<file path="config.mk">
export PLATFORM = sky130hd
export DESIGN_NAME = loop_cfg_regs
export DESIGN_NICKNAME = d
export VERILOG_FILES = /design/src/common/loop_cfg_pkg.sv /design/src/rtl/loop_cfg_regs.sv
export SDC_FILE = /design/constraint.sdc
export NUM_CORES = 1
export LEC_CHECK = 0
export ABC_CLOCK_PERIOD_IN_PS = 1680
export BUFFER_PORTS_ARGS = -buffer_cell sky130_fd_sc_hd__buf_2
export CAP_MARGIN = 20
export CORE_AREA = 2 2 181 183
export DETAILED_ROUTE_END_ITERATION = 8
export DIE_AREA = 0 0 183 185
export GPL_TIMING_DRIVEN = 0
export PLACE_DENSITY = 0.44
export SYNTH_ARGS = -nofsm -noshare
export SYNTH_HDL_FRONTEND = slang
export SYNTH_SLANG_ARGS = --single-unit
</file>
<file path="constraint.sdc">
create_clock -name CORE_CLK -period 1.68 [get_ports CORE_CLK]
set_input_delay 0.336 -clock CORE_CLK [delete_from_list [all_inputs] [get_ports CORE_CLK]]
set_output_delay 0.336 -clock CORE_CLK [all_outputs]
set_load 0.05 [all_outputs]
</file>
<file path="src/common/loop_cfg_pkg.sv">
/*
  Package for the optical power loop configuration register bank:
  register offsets, reset values, field positions and the per-channel
  configuration carrier. Assumes 8-bit registers on an 8-bit address.
*/
package loop_cfg_pkg;

  localparam int          NUM_CH          = 3;
  localparam int          TARGET_W        = 13;
  localparam int          REG_COUNT       = 13;

  // register offsets
  localparam logic [7:0]  LOOP_CONTROL_OFS          = 8'h34;
  localparam logic [7:0]  CH2_TARGET_HIGH_OFS       = 8'h35;
  localparam logic [7:0]  CH2_TARGET_LOW_OFS        = 8'h36;
  localparam logic [7:0]  CH1_TARGET_HIGH_OFS       = 8'h37;
  localparam logic [7:0]  CH1_TARGET_LOW_OFS        = 8'h38;
  localparam logic [7:0]  CH0_TARGET_HIGH_OFS       = 8'h39;
  localparam logic [7:0]  CH0_TARGET_LOW_OFS        = 8'h3a;
  localparam logic [7:0]  CH2_LOWPOWER_TGT_HIGH_OFS = 8'h3b;
  localparam logic [7:0]  CH2_LOWPOWER_TGT_LOW_OFS  = 8'h3c;
  localparam logic [7:0]  CH1_LOWPOWER_TGT_HIGH_OFS = 8'h3d;
  localparam logic [7:0]  CH1_LOWPOWER_TGT_LOW_OFS  = 8'h3e;
  localparam logic [7:0]  CH0_LOWPOWER_TGT_HIGH_OFS = 8'h3f;
  localparam logic [7:0]  CH0_LOWPOWER_TGT_LOW_OFS  = 8'h40;

  // reset values and masks
  localparam logic [7:0]  LOOP_CONTROL_RESET = 8'h7f;
  localparam logic [7:0]  TARGET_RESET       = 8'h00;
  localparam logic [7:0]  TARGET_HIGH_MASK   = 8'h1f;
  localparam logic [7:0]  FULL_MASK          = 8'hff;
  localparam logic [7:0]  UNMAPPED_DATA      = 8'h00;

  // loop_control fields
  localparam int          CLK_SEL_BIT    = 7;
  localparam int          LOOP_TYPE_BIT  = 6;
  localparam int          SEL_W          = 2;
  localparam logic [1:0]  SEL_DISABLE    = 2'h3;

  // target high part width
  localparam int          TGT_HIGH_W     = 5;

  typedef struct packed {
    logic                  loop_en;
    logic [1:0]            sense_sel;
    logic [TARGET_W-1:0]   target;
  } channel_cfg_t;

endpackage

</file>
<file path="src/rtl/loop_cfg_regs.sv">
/*
  Configuration register bank for the three-channel optical power loop:
  loop clock and type select, sense input routing, normal and low power
  targets. Assumes a serial host port front end has already decoded each
  access into an address, a write strobe with data and a read strobe, all
  synchronous to CORE_CLK.
*/
`timescale 1ns/1ps

//Contract
//- clock select bit 1 runs loop from line clock, 0 from internal oscillator.
//- loop type bit 1 selects continuous loop, 0 integrating loop.
//- per channel 2-bit sense select at bits 5:4, 3:2, 1:0; codes pick input 0..2.
//- sense select code 11 disables power control for that channel.
//- normal target is 13 bits: high register bits 4:0, low register 7:0.
//- low power target set replaces normal set while low power pin is low.
module loop_cfg_regs
  import loop_cfg_pkg::*;
#(
  parameter int SENSE_W = 10
) (
  // clock and reset
  input  wire logic                       CORE_CLK,
  input  wire logic                       RSTN,
  // decoded host port access
  input  wire logic [7:0]                 REG_ADDR,
  input  wire logic                       REG_WR,
  input  wire logic [7:0]                 REG_WDATA,
  input  wire logic                       REG_RD,
  output logic      [7:0]                 REG_RDATA,
  output logic                            REG_RVALID,
  // loop clock sources and low power select pin
  input  wire logic                       LINE_CLK_IN,
  input  wire logic                       OSC_CLK_IN,
  input  wire logic                       LOW_POWER_SELECT_PIN,
  // photodiode sense inputs
  input  wire logic [NUM_CH-1:0][SENSE_W-1:0] SENSE_INPUT,
  // loop configuration outputs
  output logic                            LOOP_CLK,
  output logic                            LOOP_CLK_EXTERNAL,
  output logic                            LOOP_CONTINUOUS,
  output channel_cfg_t [NUM_CH-1:0]       CH_CFG,
  output logic      [NUM_CH-1:0][SENSE_W-1:0] CH_SENSE
);

  logic [7:0]                  regs_reg  [REG_COUNT];
  logic [7:0]                  regs_next [REG_COUNT];
  logic [7:0]                  rdata_reg;
  logic [7:0]                  rdata_next;
  logic                        rvalid_reg;
  logic                        rvalid_next;
  logic                        loop_clk_reg;
  logic                        loop_clk_next;
  logic                        clk_ext_reg;
  logic                        clk_ext_next;
  logic                        cont_reg;
  logic                        cont_next;
  channel_cfg_t [NUM_CH-1:0]   cfg_reg;
  channel_cfg_t [NUM_CH-1:0]   cfg_next;
  logic [NUM_CH-1:0][SENSE_W-1:0] sense_reg;
  logic [NUM_CH-1:0][SENSE_W-1:0] sense_next;

  logic [7:0]                  idx;
  logic                        hit;

  assign idx = REG_ADDR - LOOP_CONTROL_OFS;
  assign hit = (REG_ADDR >= LOOP_CONTROL_OFS) && (REG_ADDR <= CH0_LOWPOWER_TGT_LOW_OFS);

  // odd indices are the high target registers with three reserved bits
  function automatic logic [7:0] wmask(input int i);
    if (i == 0) begin
      return FULL_MASK;
    end else if (i % 2 == 1) begin
      return TARGET_HIGH_MASK;
    end else begin
      return FULL_MASK;
    end
  endfunction

  // register writes and reads
  always_comb begin
    for (int i = 0; i < REG_COUNT; i++) begin
      regs_next[i] = regs_reg[i];
      if (REG_WR && hit && (idx == 8'(i))) begin
        regs_next[i] = REG_WDATA & wmask(i);
      end
    end
    rvalid_next = REG_RD;
    rdata_next  = rdata_reg;
    if (REG_RD) begin
      rdata_next = hit ? regs_reg[idx[3:0]] : UNMAPPED_DATA;
    end
  end

  // derived loop configuration
  always_comb begin
    logic [1:0]          sel;
    int                  hi_n;
    int                  hi_lp;
    logic [TARGET_W-1:0] tgt_n;
    logic [TARGET_W-1:0] tgt_lp;
    sel    = 2'h0;
    hi_n   = 0;
    hi_lp  = 0;
    tgt_n  = '0;
    tgt_lp = '0;
    clk_ext_next = regs_reg[0][CLK_SEL_BIT];
    loop_clk_next = clk_ext_next ? LINE_CLK_IN : OSC_CLK_IN;
    cont_next = regs_reg[0][LOOP_TYPE_BIT];
    for (int c = 0; c < NUM_CH; c++) begin
      sel = regs_reg[0][c*SEL_W +: SEL_W];
      cfg_next[c].sense_sel = sel;
      cfg_next[c].loop_en   = (sel != SEL_DISABLE);
      sense_next[c] = '0;
      case (sel)
        2'h0: sense_next[c] = SENSE_INPUT[0];
        2'h1: sense_next[c] = SENSE_INPUT[1];
        2'h2: sense_next[c] = SENSE_INPUT[2];
        default: sense_next[c] = '0;
      endcase
      // channel 2 sits first in each target group
      hi_n  = 1 + 2 * (NUM_CH - 1 - c);
      hi_lp = hi_n + 2 * NUM_CH;
      tgt_n  = {regs_reg[hi_n][TGT_HIGH_W-1:0], regs_reg[hi_n + 1]};
      tgt_lp = {regs_reg[hi_lp][TGT_HIGH_W-1:0], regs_reg[hi_lp + 1]};
      cfg_next[c].target = LOW_POWER_SELECT_PIN ? tgt_n : tgt_lp;
    end
  end

  always_ff @(posedge CORE_CLK or negedge RSTN) begin
    if (!RSTN) begin
      regs_reg[0] <= LOOP_CONTROL_RESET;
      for (int i = 1; i < REG_COUNT; i++) begin
        regs_reg[i] <= TARGET_RESET;
      end
      rdata_reg    <= 8'h00;
      rvalid_reg   <= 1'b0;
      loop_clk_reg <= 1'b0;
      // derived outputs match the reset control value, so no step follows release
      clk_ext_reg  <= LOOP_CONTROL_RESET[CLK_SEL_BIT];
      cont_reg     <= LOOP_CONTROL_RESET[LOOP_TYPE_BIT];
      for (int c = 0; c < NUM_CH; c++) begin
        cfg_reg[c].loop_en   <= 1'b0;
        cfg_reg[c].sense_sel <= SEL_DISABLE;
        cfg_reg[c].target    <= '0;
      end
      sense_reg    <= '0;
    end else begin
      regs_reg     <= regs_next;
      rdata_reg    <= rdata_next;
      rvalid_reg   <= rvalid_next;
      loop_clk_reg <= loop_clk_next;
      clk_ext_reg  <= clk_ext_next;
      cont_reg     <= cont_next;
      cfg_reg      <= cfg_next;
      sense_reg    <= sense_next;
    end
  end

  assign REG_RDATA         = rdata_reg;
  assign REG_RVALID        = rvalid_reg;
  assign LOOP_CLK          = loop_clk_reg;
  assign LOOP_CLK_EXTERNAL = clk_ext_reg;
  assign LOOP_CONTINUOUS   = cont_reg;
  assign CH_CFG            = cfg_reg;
  assign CH_SENSE          = sense_reg;

endmodule // loop_cfg_regs

</file>
# Word level (Yosys, flattened, before mapping)

Cells that the tools add are included.

Add/subtract/negate cells: 1
$lt $le $gt $ge: 3
Eq/ne operators: 21
Multiplexer cells: 24
Bitwise gates (word level): 14
Reductions and logical operators: 19

Operators with widths:

| kind                | number |
|---|---|
| $mux 8              | 16 |
| $and 8x8->8         | 13 |
| $pmux 10 s3         | 3 |
| $eq 8x4->1 const B  | 5 |
| $mux 13             | 3 |
| $bmux 8 s4          | 1 |
| $eq 8x3->1 const B  | 4 |
| $eq 8x2->1 const B  | 2 |
| $logic_and 1x1->1   | 15 |
| $eq 8x1->1 const B  | 1 |
| $ge 8x6->1 const B  | 1 |
| $le 8x7->1 const B  | 1 |
| $logic_not 8->1     | 1 |
| $sub 8x6->8 const B | 1 |
| $eq 2x1->1 const B  | 3 |
| $eq 2x2->1 const B  | 3 |
| $logic_not 2->1     | 3 |
| $ne 2x2->1 const B  | 3 |
| $ge 5x5->1 const B  | 1 |
| $not 4->5           | 1 |
| $mux 1              | 1 |

Flip-flop bits (word level): 194
Input bits: 53
Output and inout bits: 90
Word-level logic and storage cells: 112

# Depth between registers and ports, before layout

Gate-level depths: netlist of the first run.

Word-level depth: 6
Mapped depth: 11

# Least setup slack after synthesis of the first run

No wires, ideal clock.

Path kind: input to register
Start: input REG_ADDR[2]
End: register rdata_reg[1] (netlist: REG_RDATA[1])
Setup time: 135 ps
Data arrival time: 2218 ps
Data required time: 1545 ps
Path slack: -672 ps
Stages: 10
Buffers on the path: 4
Cells stage by stage: buf_2 -> inv_1 -> ha_1 -> buf_2 -> buf_2 -> buf_2 -> mux2i_1 -> o21ai_0 -> a221oi_1 -> o22ai_1

Cells in the longest elaborated chain, start to end: 6
Elaborated cells between the ends (all ways): 9
Those cells by class: add/sub: 1; order compare: 2; mux: 4; bitwise: 1; reduce/logical: 1

Ends and longest elaborated chain:

| what                                      | line                 | RTL |
|---|---|---|
| from (decl)                               | loop_cfg_regs.sv:26  | `input wire logic [7:0] REG_ADDR,` |
| $sub 8x6->8                               | loop_cfg_regs.sv:66  | `assign idx = REG_ADDR - LOOP_CONTROL_OFS;` |
| $not 4->5 (implied by the code)           | loop_cfg_regs.sv:91  | `rdata_next = hit ? regs_reg[idx[3:0]] : UNMAPPED_DATA;` |
| $bmux 8 s4                                | loop_cfg_regs.sv:91  |  |
| $mux 8 (implied by the code) (2 in a row) | loop_cfg_regs.sv:91  |  |
| $mux 8 (*)                                | loop_cfg_regs.sv:91  |  |
| to (signal assigned)                      | loop_cfg_regs.sv:150 | `rdata_reg <= rdata_next;` |
| to (decl)                                 | loop_cfg_regs.sv:48  | `logic [7:0] rdata_reg;` |

Mark *: on every way between the ends. The rest lies on a longest branch, timed or not. The select of a mux whose other input is x is not followed.
A chain may end at the register's enable or synchronous reset.

# Final worst setup path of the first run

Start: input REG_ADDR[2]
End: register regs_reg[82] (netlist bit)

Cells in the longest elaborated chain, start to end: 4
Elaborated cells between the ends (all ways): 7
Those cells by class: add/sub: 1; order compare: 2; eq/ne: 1; reduce/logical: 3

Ends and longest elaborated chain:

| what                                                                | line                 | RTL |
|---|---|---|
| parallel branches: the longest is 3 deep, another holds $sub 8x6->8 | n/a                  |  |
| $logic_and 1x1->1 (*)                                               | loop_cfg_regs.sv:84  | `if (REG_WR && hit && (idx == 8'(i))) begin` |
| to (signal assigned)                                                | loop_cfg_regs.sv:149 | `regs_reg <= regs_next;` |
| to (decl)                                                           | loop_cfg_regs.sv:46  | `logic [7:0] regs_reg [REG_COUNT];` |

Every way passes the cells marked *.

==> metrics.yaml, run 1 <==
run_status:
  outcome: "complete, but fails checks"
  violations: "negative setup slack"
clocking:
  cts_root_buf: "clkbuf_16"
  clkLatencyLatePin_ns: 0.43
  path_clk_slew_ns: 0.07
  cts_tree: "yes"
  h-tree-depth: 4
  clk_path_buf_depth: 2
  numClockSinks: 176
  cts_inserted_buffers: 17
floorplanning:
  start_util_pct: 24.6
  io_pins: 143
  fp.dieW_um: 183
  die_h_um: 185
  die_area_um2: 33900
  core_area_um2: 32000
  row_count: 66
timing:
  post-route-period-util_pct: 110
  rsz0062_at_grt: "true"
  maxSlewViolCount: 0
  slew_headroom_pct: 37.9
  finClkSkew_ns: 0.0114
  hold_violations: 0
  setup_slack_ns: -0.173
  holdWs_ns: 0.136
  max_freq_mhz: 540
  fin_crit_ns: 1.85
  tightest_slew_ns: 0.932
  finalSetupViolations: 91
worst_setup_path:
  startpoint_type: "input pin"
  r2r_setup_slack_ns: -0.03
  end_kind: "register"
  r2r-start: "regs_reg[82]$_DFFE_PN0P_"
  critPathKind: "input pin to register"
  path_max_fanout: 6
  cp.required_ns: 1.99
  critPathArrivalTime_ns: 2.17
  r2r-end: "REG_RDATA[2]$_DFFE_PN0P_"
  reg2reg_depth: 4
  crit_start: "REG_ADDR[2]"
power_and_ir_drop:
  power.leakage_nw: 5.20
  power_density_nw_per_um2: 847
  netSwitchingFraction_pct: 27.0
  p_sw_mw: 2.49
  peakVddDrop_mv: 0.616
  pwr-share-comb_pct: 11.0
  p_clk_share_pct: 42.1
  pwr-share-seq_pct: 46.9
  p_int_mw: 6.73
yosys:
  ys_warn_count: 0
  ys_ff_latch: 176
  synth.most_common_cell: "dfrtp_1"
  ys_async_sr_fraction_pct: 100
  netlist_area_um2: 7870
  ys_seq_area_share_pct: 56.2
  synth_common_cells: "dfrtp_1, mux2_2, mux2i_1"
  synthTopCellsByArea: "dfrtp_1, mux2_2, mux2i_1"
  syn_inst: 556
  synth_enable_flop_cells: 0
  syn_nets: 614
  yosys_most_used_dff: "dfrtp_1"
  yosysTopAreaCell: "dfrtp_1"
  synth_top_cell_area_share_pct: 51.5
  synth_area_per_cell_um2: 14.2
  yosysUniqueCellTypes: 44
finish:
  areaGrowthSynthToFinish_pct: 38.3
  nFillCells: 3188
  drive_gt1_share_pct: 57.4
  largest_register_ffs: 78
  seq_area_um2: 4420
  nets: 818
  n_antenna_cell: 0
  multi_input_comb_area_um2: 3740
  design_area_um2: 10900
min_path:
  hold_path_depth: 2
  worst_hold_path_type: "input pin to register"
  min_from: "OSC_CLK_IN"
  min_to: "LOOP_CLK$_DFF_PN0_"
grt:
  grt_pass1_vias: 5601
  antenna_found_initial: 0
  grt_max_degree: 106
  grt-ovfl-total: 0
  grt_pass1_wl_um: 36800
  grt_use_total_pct: 14.9
placement:
  port_buffers: 140
  placed_area_um2: 9300
  post-place-ws_ns: -0.885
  dp_hpwl_um: 16000
  gp_congestion: 0.713
detailed_routing:
  routedWlPerCell_um: 20.7
  first_pass_iters: 4
  avgViaCountPerCell: 4.48
  drt_iter0_drc: 166
  wl_um: 24500
  drc: 0
  ant_nets: 0
  dr_total_vias: 5292
job:
  maxCapViolCount: 0
[layer usage]
metal  wire, um  share of wire, %  GRT usage (%)  up-vias
met4        274               1.1           3.65        0
met1      11200                46           20.1     2724
met3       1710               7.0           4.40       17
met2      11300                46           23.4      145
met5          0                 0              0        -
li1           -                 -              -     2406
[worst max path at each step]
stage                                           to  slack, ns
after global placement         CH_CFG[9]$_DFF_PN0_      -2.88
after global routing      regs_reg[67]$_DFFE_PN0P_      -0.20
after detailed placement  REG_RDATA[1]$_DFFE_PN0P_      -0.89
after floorplan           regs_reg[32]$_DFFE_PN0P_      -0.39
after CTS                 regs_reg[38]$_DFFE_PN0P_      -0.15
final                     regs_reg[82]$_DFFE_PN0P_      -0.17
[cell usage in the layout (no fill, tap or decap), drive strengths merged]
master,count
mux2,132
dlygate4sd3,2
o31ai,1
nand3,7
buf,204
a22o,1
nor2b,7
or2,1
a21oi,2
inv,15
o311a,1
dfstp,14
o311ai,1
clkinv,3
a221oi,3
mux2i,45
o2bb2ai,2
and2,1
mux4,14
clkinvlp,1
o21ai,36
o211ai,1
o21a,1
o21ba,1
ha,5
a31oi,1
nor2,4
and4,6
nand2,37
nor4b,1
dfrtp,162
nor3,6
o22ai,6
clkbuf,40
nand4,8
and3,1
[layout make-up]
class / instances / share of cell area [%]
clock inverters: 11 / 0.862
inverters: 8 / 0.437
multi-input cells: 332 / 34.4
clock buffers: 21 / 4.32
flip-flops and latches: 176 / 40.6
repair buffers: 190 / 11.9
plain buffers: 35 / 2.86
well taps: 408 / 4.69
[power by group through the flow]
stage | Sequential (mW) | Clock (mW) | Combinational, mW
after floorplan | 4.59 | 0 | 0.295
after global placement | 4.41 | 0 | 0.839
after detailed placement | 4.41 | 0 | 0.849
after CTS | 4.33 | 4.03 | 0.985
after global routing | 4.33 | 4.20 | 1.08
final | 4.33 | 3.88 | 1.01
[critical path: stages]
cell     delay, ns
buf_12        0.10
buf_12        0.13
inv_12        0.06
ha_4          0.13
inv_4         0.04
and3_4        0.14
o311a_4       0.42
buf_12        0.16
and4_4        0.18
buf_12        0.15
mux2_4        0.30
[per-stage QoR]
stage	util (%)	std cells	setup TNS, ns	total power [mW]
6_report	34.0	1181	-9.06	9.22
5_1_grt	34.0	1181	-11.07	9.62
4_1_cts	33.2	1169	-6.54	9.35
3_5_place_dp	29.0	1105	-81.88	5.26
3_3_place_gp	28.9	1104	-568.65	5.25
2_1_floorplan	-	556	-25.21	4.88
[logic make-up after synthesis]
group,share of synthesized area (%)
flip-flops,56.2
multiplexers,29.4
buffers and inverters,3.08
AO/OA/AOI/OAI,4.53
AND/OR/NAND/NOR,6.06
adder cells (fa/ha/maj),0.795
[repair_timing]
action / CTS / global route
endpoints found under the setup margin: 130 / 94
setup buffers: 28 / 18
hold buffers: 2 / 0
cloned: 3 / 0
resized for setup: 111 / 45
pin swaps: 9 / 11
endpoints found under the hold margin: 64 / 0
No activity file was read; power rests on OpenSTA's default activity.
==> run 2: changes to the inputs <==
--- a/config.mk
+++ b/config.mk
@@ -13,4 +13,5 @@
 export DIE_AREA = 0 0 183 185
 export GPL_TIMING_DRIVEN = 0
+export MAX_ROUTING_LAYER = met4
 export PLACE_DENSITY = 0.44
 export SYNTH_ARGS = -nofsm -noshare
==> constraint.sdc (replaced) <==
create_clock -name CORE_CLK -period 1.68 [get_ports CORE_CLK]
set_input_delay 0.336 -clock CORE_CLK [delete_from_list [all_inputs] [get_ports CORE_CLK]]
set_output_delay 0.336 -clock CORE_CLK [all_outputs]
set_load 0.1 [all_outputs]
==> run 2 against run 1 <==
The run still ends with negative setup slack left. Critical path type unchanged. Global-route usage increased by 0.42 points. Clock-buffer cell count unchanged. Cell count is 0.17% lower. Sequential power is essentially flat. Worst hold slack gained 0.0015 ns. Die area did not move. Non-clock buffer count fell by 2. First-iteration DRC count fell by 4.2%. Maximum frequency fell by 0.10%. Flip-flop and latch count did not move.
==> metrics.yaml, run 2 (synthesis gave the netlist of run 1 again) <==
finish:
  largest_register_ffs: 78  # unchanged
  seq_area_um2: 4420  # unchanged
  multi_input_comb_area_um2: 3720  # was 3740 um2
  final_cells: 1179  # was 1181
  n_antenna_cell: 0  # unchanged
  areaGrowthSynthToFinish_pct: 38.0  # was 38.3%
  drive_gt1_share_pct: 57.3  # was 57.4%
  design_area_um2: 10900  # about the same
  nFillCells: 3190  # was 3188
  final_cell_mix: "dfrtp_1, buf_2, mux2_4"  # unchanged
  layout_commonest_cell: "dfrtp_1"  # unchanged
  nets: 816  # was 818
worst_setup_path:
  critPathKind: "input pin to register"  # unchanged
  r2r-start: "cfg_next[29]$_DFFE_PN1P_"  # was regs_reg[82]$_DFFE_PN0P_
  critPathArrivalTime_ns: 2.17  # about the same
  r2r-end: "REG_RDATA[2]$_DFFE_PN0P_"  # unchanged
  cpMaxStageDelayCell: "o311a_4"  # unchanged
  slowest_delay_ns: 0.42  # about the same
  crit_top_cell: "buf_12"  # unchanged
  cp.required_ns: 1.99  # about the same
  r2r_setup_slack_ns: -0.07  # was -0.03 ns
  end_kind: "register"  # unchanged
  crit_chain: "buf_12 -> buf_12 -> inv_12 -> ha_4 -> inv_4 -> and3_4 -> o311a_4 -> buf_12 -> and4_4 -> buf_12 -> mux2_4"  # unchanged
  path_max_fanout: 8  # was 6
  reg2reg_depth: 5  # was 4
  startpoint_type: "input pin"  # unchanged
timing:
  setup_slack_ns: -0.175  # was -0.173 ns
  maxSlewViolCount: 0  # unchanged
  post-route-period-util_pct: 110  # about the same
  fin_crit_ns: 1.85  # about the same
  tns_ns: -8.99  # was -9.06 ns
  finClkSkew_ns: 0.0127  # was 0.0114 ns
  slew_headroom_pct: 39.7  # was 37.9%
  tightest_slew_ns: 0.904  # was 0.932 ns
  max_freq_mhz: 539  # was 540 MHz
  finalSetupViolations: 92  # was 91
  rsz0062_at_grt: "true"  # unchanged
  hold_violations: 0  # unchanged
placement:
  dp_hpwl_um: 16000  # unchanged
  placedCellCount: 1105  # unchanged
  port_buffers: 140  # unchanged
  gp_congestion: 0.722  # was 0.713
  placed_area_um2: 9300  # unchanged
floorplanning:
  fp.dieW_um: 183  # unchanged
  start_util_pct: 24.6  # unchanged
  row_count: 66  # unchanged
  die_h_um: 185  # unchanged
  die_area_um2: 33900  # unchanged
  core_area_um2: 32000  # unchanged
  io_pins: 143  # unchanged
grt:
  grt_max_degree: 106  # unchanged
  grt_pass1_vias: 5597  # was 5601
  grt-ovfl-total: 0  # unchanged
  grt_use_total_pct: 15.3  # was 14.9%
  grt_pass1_wl_um: 36700  # was 36800 um
  antenna_found_initial: 0  # unchanged
min_path:
  worst_hold_path_type: "input pin to register"  # unchanged
  min_from: "OSC_CLK_IN"  # unchanged
  min_to: "LOOP_CLK$_DFF_PN0_"  # unchanged
  hold_path_depth: 2  # unchanged
power_and_ir_drop:
  power_density_nw_per_um2: 868  # was 847 nW/um2
  peakVddDrop_mv: 0.612  # was 0.616 mV
  power.leakage_nw: 5.18  # was 5.20 nW
clocking:
  cts_tree: "yes"  # unchanged
  clk_path_buf_depth: 2  # unchanged
  numClockSinks: 176  # unchanged
  cts_root_buf: "clkbuf_16"  # unchanged
  cts_inserted_buffers: 17  # unchanged
  clkLatencyLatePin_ns: 0.43  # about the same
  h-tree-depth: 4  # unchanged
  path_clk_slew_ns: 0.07  # about the same
detailed_routing:
  drc: 0  # unchanged
  drt_iter0_drc: 159  # was 166
  first_pass_iters: 4  # unchanged
  avgViaCountPerCell: 4.45  # was 4.48
  wl_um: 24400  # was 24500 um
  ant_nets: 0  # unchanged
  dr_total_vias: 5252  # was 5292
  routedWlPerCell_um: 20.7  # about the same
run_status:
  outcome: "complete, but fails checks"  # unchanged
  violations: "negative setup slack"  # unchanged
job:
  maxCapViolCount: 0  # unchanged
==> run 2: where the power goes <==
part / total (mW) / switching, mW / leakage (nW) / internal, mW
sequential: 4.33 / 0.0263 / 2.32 / 4.30
combinational: 1.20 / 0.832 / 2.59 / 0.373
clock: 3.90 / 1.84 / 0.278 / 2.06
==> run 2: repair_timing <==
item | 4_1_cts | 5_1_grt
gates resized for setup | 120 | 43
hold buffers | 2 | 0
buffers inserted | 26 | 16
gates cloned | 3 | 0
pin swaps | 10 | 10
setup endpoints to repair | 137 | 95
endpoints found under the hold margin | 64 | 0
==> run 2: worst max-delay path, delay by kind of cell <==
| family | cells | cell delay, ns |
|---|---|---|
| AO/OA/AOI/OAI | 1 | 0.42 |
| multiplexers | 1 | 0.29 |
| adder cells (fa/ha/maj) | 1 | 0.14 |
| AND/OR/NAND/NOR | 2 | 0.32 |
| buffers and inverters | 6 | 0.63 |
==> run 2: area by class of cell <==
cell class              instances  share of cell area (%)
flip-flops and latches        176                    40.7
clock buffers                  21                    4.33
clock inverters                11                   0.864
well taps                     408                    4.70
plain buffers                  37                    3.04
repair buffers                186                    11.7
inverters                       8                   0.438
multi-input cells             332                    34.2
==> run 2: layer usage <==
metal / vias to the layer above / track usage [%] / wire length, um
met5: - / - / 0
met4: 0 / 3.81 / 292
met3: 17 / 4.35 / 1460
met2: 135 / 23.3 / 11100
met1: 2688 / 20.2 / 11500
li1: 2412 / - / -
==> run 2: metrics by stage <==
| stage | hold slack (ns) | power, mW | setup slack [ns] | util (%) |
|---|---|---|---|---|
| floorplan | 0.0404 | 5.07 | -0.394 | - |
| global placement | 0.355 | 5.44 | -2.88 | 28.9 |
| detailed placement | 0.355 | 5.45 | -0.885 | 29.0 |
| CTS | 0.109 | 9.54 | -0.149 | 33.3 |
| global route | 0.121 | 9.81 | -0.195 | 33.9 |
| finish | 0.138 | 9.43 | -0.175 | 33.9 |
==> run 2: worst max path at each step <==
| stage | startpoint | endpoint | slack (ns) | cells past startpoint |
|---|---|---|---|---|
| global placement | RSTN | CH_CFG[9]$_DFF_PN0_ | -2.88 | 1 |
| global route | REG_ADDR[2] | regs_reg[67]$_DFFE_PN0P_ | -0.20 | 11 |
| detailed placement | REG_ADDR[2] | REG_RDATA[1]$_DFFE_PN0P_ | -0.89 | 11 |
| finish | REG_ADDR[2] | regs_reg[35]$_DFFE_PN0P_ | -0.17 | 11 |
| CTS | REG_ADDR[2] | regs_reg[38]$_DFFE_PN0P_ | -0.15 | 11 |
| floorplan | REG_ADDR[2] | regs_reg[32]$_DFFE_PN0P_ | -0.39 | 10 |
==> run 3: changes to the inputs <==
Settings changed: ABC_AREA from default to 1, CORE_AREA 2 2 181 183 to 2 2 182 184, CTS_CLUSTER_SIZE from default to 40, DIE_AREA 0 0 183 185 to 0 0 184 186.
==> run 3 against run 2 <==
Wire length rose by 22%. Register-to-register slack improved by 0.22 ns. Via count rose by 40%. First-iteration DRC count rose to 4.5 times the previous value. The flow now finishes without violations. Largest power group unchanged. Critical path type is now register to output pin. Sequential power rose by 2%. Clock-buffer cell count fell by 3. Worst hold slack got worse by 0.050 ns. Power rose by 6.0%. Critical path depth fell by 10.
==> metrics.yaml, run 3 <==
clocking:
  cts_inserted_buffers: 17  # unchanged
  h-tree-depth: 4  # unchanged
  cts_tree: "yes"  # unchanged
  clk_path_buf_depth: 2  # unchanged
  numClockSinks: 176  # unchanged
  path_clk_slew_ns: 0.07  # about the same
  cts_root_buf: "clkbuf_16"  # unchanged
  clkLatencyLatePin_ns: 0.44  # was 0.43 ns
grt:
  grt_max_degree: 99  # was 106
  grt_use_total_pct: 18.3  # was 15.3%
  grt-ovfl-total: 0  # unchanged
  grt_pass1_wl_um: 45000  # was 36700 um
  grt_pass1_vias: 7161  # was 5597
  antenna_found_initial: 0  # unchanged
placement:
  placedCellCount: 1512  # was 1105
  port_buffers: 141  # was 140
  dp_hpwl_um: 21500  # was 16000 um
  gp_congestion: 0.883  # was 0.722
  post-place-ws_ns: -0.927  # was -0.885 ns
yosys:
  syn_inst: 962  # was 556
  yosysUniqueCellTypes: 25  # was 44
  synth_enable_flop_cells: 0  # unchanged
  synth.most_common_cell: "nand2_1"  # was dfrtp_1
  yosys_most_used_dff: "dfrtp_1"  # unchanged
  synth_common_cells: "nand2_1, dfrtp_1, nand3_1"  # was dfrtp_1, mux2_2, mux2i_1
  synth_area_per_cell_um2: 8.32  # was 14.2 um2
  ys_warn_count: 0  # unchanged
  synth_top_cell_area_share_pct: 50.7  # was 51.5%
  synthTopCellsByArea: "dfrtp_1, nand2_1, nand3_1"  # was dfrtp_1, mux2_2, mux2i_1
  ys_seq_area_share_pct: 55.3  # was 56.2%
  syn_nets: 1020  # was 614
  netlist_area_um2: 8000  # was 7870 um2
  yosysTopAreaCell: "dfrtp_1"  # unchanged
  ys_async_sr_fraction_pct: 100  # unchanged
  ys_ff_latch: 176  # unchanged
timing:
  rsz0062_at_grt: "false"  # was true
  max_freq_mhz: 621  # was 539 MHz
  tightest_slew_ns: 0.878  # was 0.904 ns
  hold_violations: 0  # unchanged
  setup_slack_ns: 0.0694  # was -0.175 ns
  maxSlewViolCount: 0  # unchanged
  fin_crit_ns: 1.61  # was 1.85 ns
  slew_headroom_pct: 41.2  # was 39.7%
  finalSetupViolations: 0  # was 92
  post-route-period-util_pct: 95.9  # was 110%
  holdWs_ns: 0.0875  # was 0.138 ns
  finClkSkew_ns: 0.0160  # was 0.0127 ns
worst_setup_path:
  r2r-end: "CH_SENSE[22]$_DFF_PN0_"  # was REG_RDATA[2]$_DFFE_PN0P_
  critPathArrivalTime_ns: 1.27  # was 2.17 ns
  reg2reg_depth: 4  # was 5
  critPathKind: "register to output pin"  # was input pin to register
  crit_family: "buffers and inverters"  # unchanged
  startpoint_type: "register"  # was input pin
  r2r-start: "cfg_next[46]$_DFFE_PN1P_"  # was cfg_next[29]$_DFFE_PN1P_
  cpMaxStageDelayCell: "buf_2"  # was o311a_4
  cp.buffers_inverters: 1  # was 6
  cp.required_ns: 1.34  # was 1.99 ns
  slowest_delay_ns: 0.45  # was 0.42 ns
  end_kind: "output pin"  # was register
  crit_chain: "buf_2"  # was buf_12 -> buf_12 -> inv_12 -> ha_4 -> inv_4 -> and3_4 -> o311a_4 -> buf_12 -> and4_4 -> buf_12 -> mux2_4
  path_max_fanout: 2  # was 8
  r2r_setup_slack_ns: 0.15  # was -0.07 ns
min_path:
  min_from: "REG_RD"  # was OSC_CLK_IN
  min_to: "REG_RVALID$_DFF_PN0_"  # was LOOP_CLK$_DFF_PN0_
  worst_hold_path_type: "input pin to register"  # unchanged
  hold_path_depth: 1  # was 2
finish:
  areaGrowthSynthToFinish_pct: 30.2  # was 38.0%
  drive_gt1_share_pct: 25.2  # was 57.3%
  layout_commonest_cell: "nand2_1"  # was dfrtp_1
  n_antenna_cell: 0  # unchanged
  largest_register_ffs: 78  # unchanged
  nets: 1206  # was 816
  final_cell_mix: "nand2_1, dfrtp_1, nand3_1, buf_2, inv_1"  # was dfrtp_1, buf_2, mux2_4
  final_cells: 1569  # was 1179
floorplanning:
  start_util_pct: 24.8  # was 24.6%
  core_area_um2: 32200  # was 32000 um2
  row_count: 66  # unchanged
  die_area_um2: 34200  # was 33900 um2
  fp.dieW_um: 184  # was 183 um
  die_h_um: 186  # was 185 um
  io_pins: 143  # unchanged
power_and_ir_drop:
  power_density_nw_per_um2: 959  # was 868 nW/um2
  power.leakage_nw: 5.41  # was 5.18 nW
  peakVddDrop_mv: 0.713  # was 0.612 mV
  finalPower_mw: 9.99  # was 9.43 mW
detailed_routing:
  routedWlPerCell_um: 19.0  # was 20.7 um
  first_pass_iters: 7  # was 4
  wl_um: 29800  # was 24400 um
  dr_total_vias: 7367  # was 5252
  ant_nets: 0  # unchanged
  drt_iter0_drc: 723  # was 159
  drc: 0  # unchanged
  avgViaCountPerCell: 4.70  # was 4.45
run_status:
  outcome: "complete, no violations"  # was complete, but fails checks
job:
  maxCapViolCount: 0  # unchanged
[run 3: cell count changes after synthesis, sizes merged, moves of 45 or more]
cell,before,now
mux2,132,7
nor2,4,68
nand3,7,135
inv,8,65
mux2i,45,0
nand2,37,369
[run 3: repair_timing]
action                                 in CTS  in global routing
setup endpoints to repair                 121                 93
hold buffers                                1                  0
setup buffers                              20                  5
gates resized for setup                    53                 30
pin swaps                                  17                 11
cloned                                      2                  0
endpoints found under the hold margin      75                  0
[run 3: cell families after synthesis]
kind of cell             Yosys count  synth area share [%]
multiplexers                       7                 0.985
buffers and inverters            100                  5.07
adder cells (fa/ha/maj)            5                 0.782
AO/OA/AOI/OAI                     85                  5.94
flip-flops                       176                  55.3
AND/OR/NAND/NOR                  589                  32.0
[run 3: area by class of cell]
class                   count  area (um2)
flip-flops and latches    176        4420
well taps                 408         510
repair buffers            170        1080
fillers                  3474       21800
clock buffers              18         439
clock inverters            14         139
multi-input cells         686        3350
plain buffers              32         214
inverters                  65         262
[run 3: worst reg2reg max path, cell delays in order, from the launching register on]
cell and delay [ns]:
dfstp_2 0.60, inv_1 0.11, nor2_2 0.45, nand2_1 0.12
o211ai_1 0.15
[run 3: per-stage QoR]
stage / instance area (um2) / utilization, % / TNS, ns
6_report: 10400 / 32.4 / 0
5_1_grt: 10400 / 32.4 / 0
4_1_cts: 10300 / 32.0 / 0
3_5_place_dp: 9350 / 29.0 / -81.44
3_3_place_gp: 9310 / 28.9 / -559.40
2_1_floorplan: 8100 / - / -18.51
[run 3: where the power goes]
group | switching, mW | total (mW) | internal, mW
clock network | 1.97 | 3.99 | 2.02
registers | 0.0507 | 4.40 | 4.35
logic | 1.27 | 1.61 | 0.335
[run 3: worst max-delay path by stage]
stage / start / endpoint / cells after the start
floorplan: REG_ADDR[2] / regs_reg[0]$_DFFE_PN0P_ / 13
global placement: RSTN / CH_CFG[38]$_DFF_PN0_ / 1
detailed placement: REG_ADDR[2] / regs_reg[65]$_DFFE_PN0P_ / 13
CTS: REG_ADDR[3] / regs_reg[20]$_DFFE_PN0P_ / 12
global route: cfg_next[45]$_DFFE_PN1P_ / CH_SENSE[22]$_DFF_PN0_ / 4
finish: REG_RDATA[2]$_DFFE_PN0P_ / REG_RDATA[2] / 1
[run 3: routing by layer]
metal | wire (um) | track usage [%] | up-vias
li1 | - | - | 3464
met1 | 13800 | 25.2 | 3548
met2 | 13500 | 27.9 | 315
met3 | 1940 | 2.74 | 40
met4 | 590 | 5.47 | 0
met5 | 0 | - | -
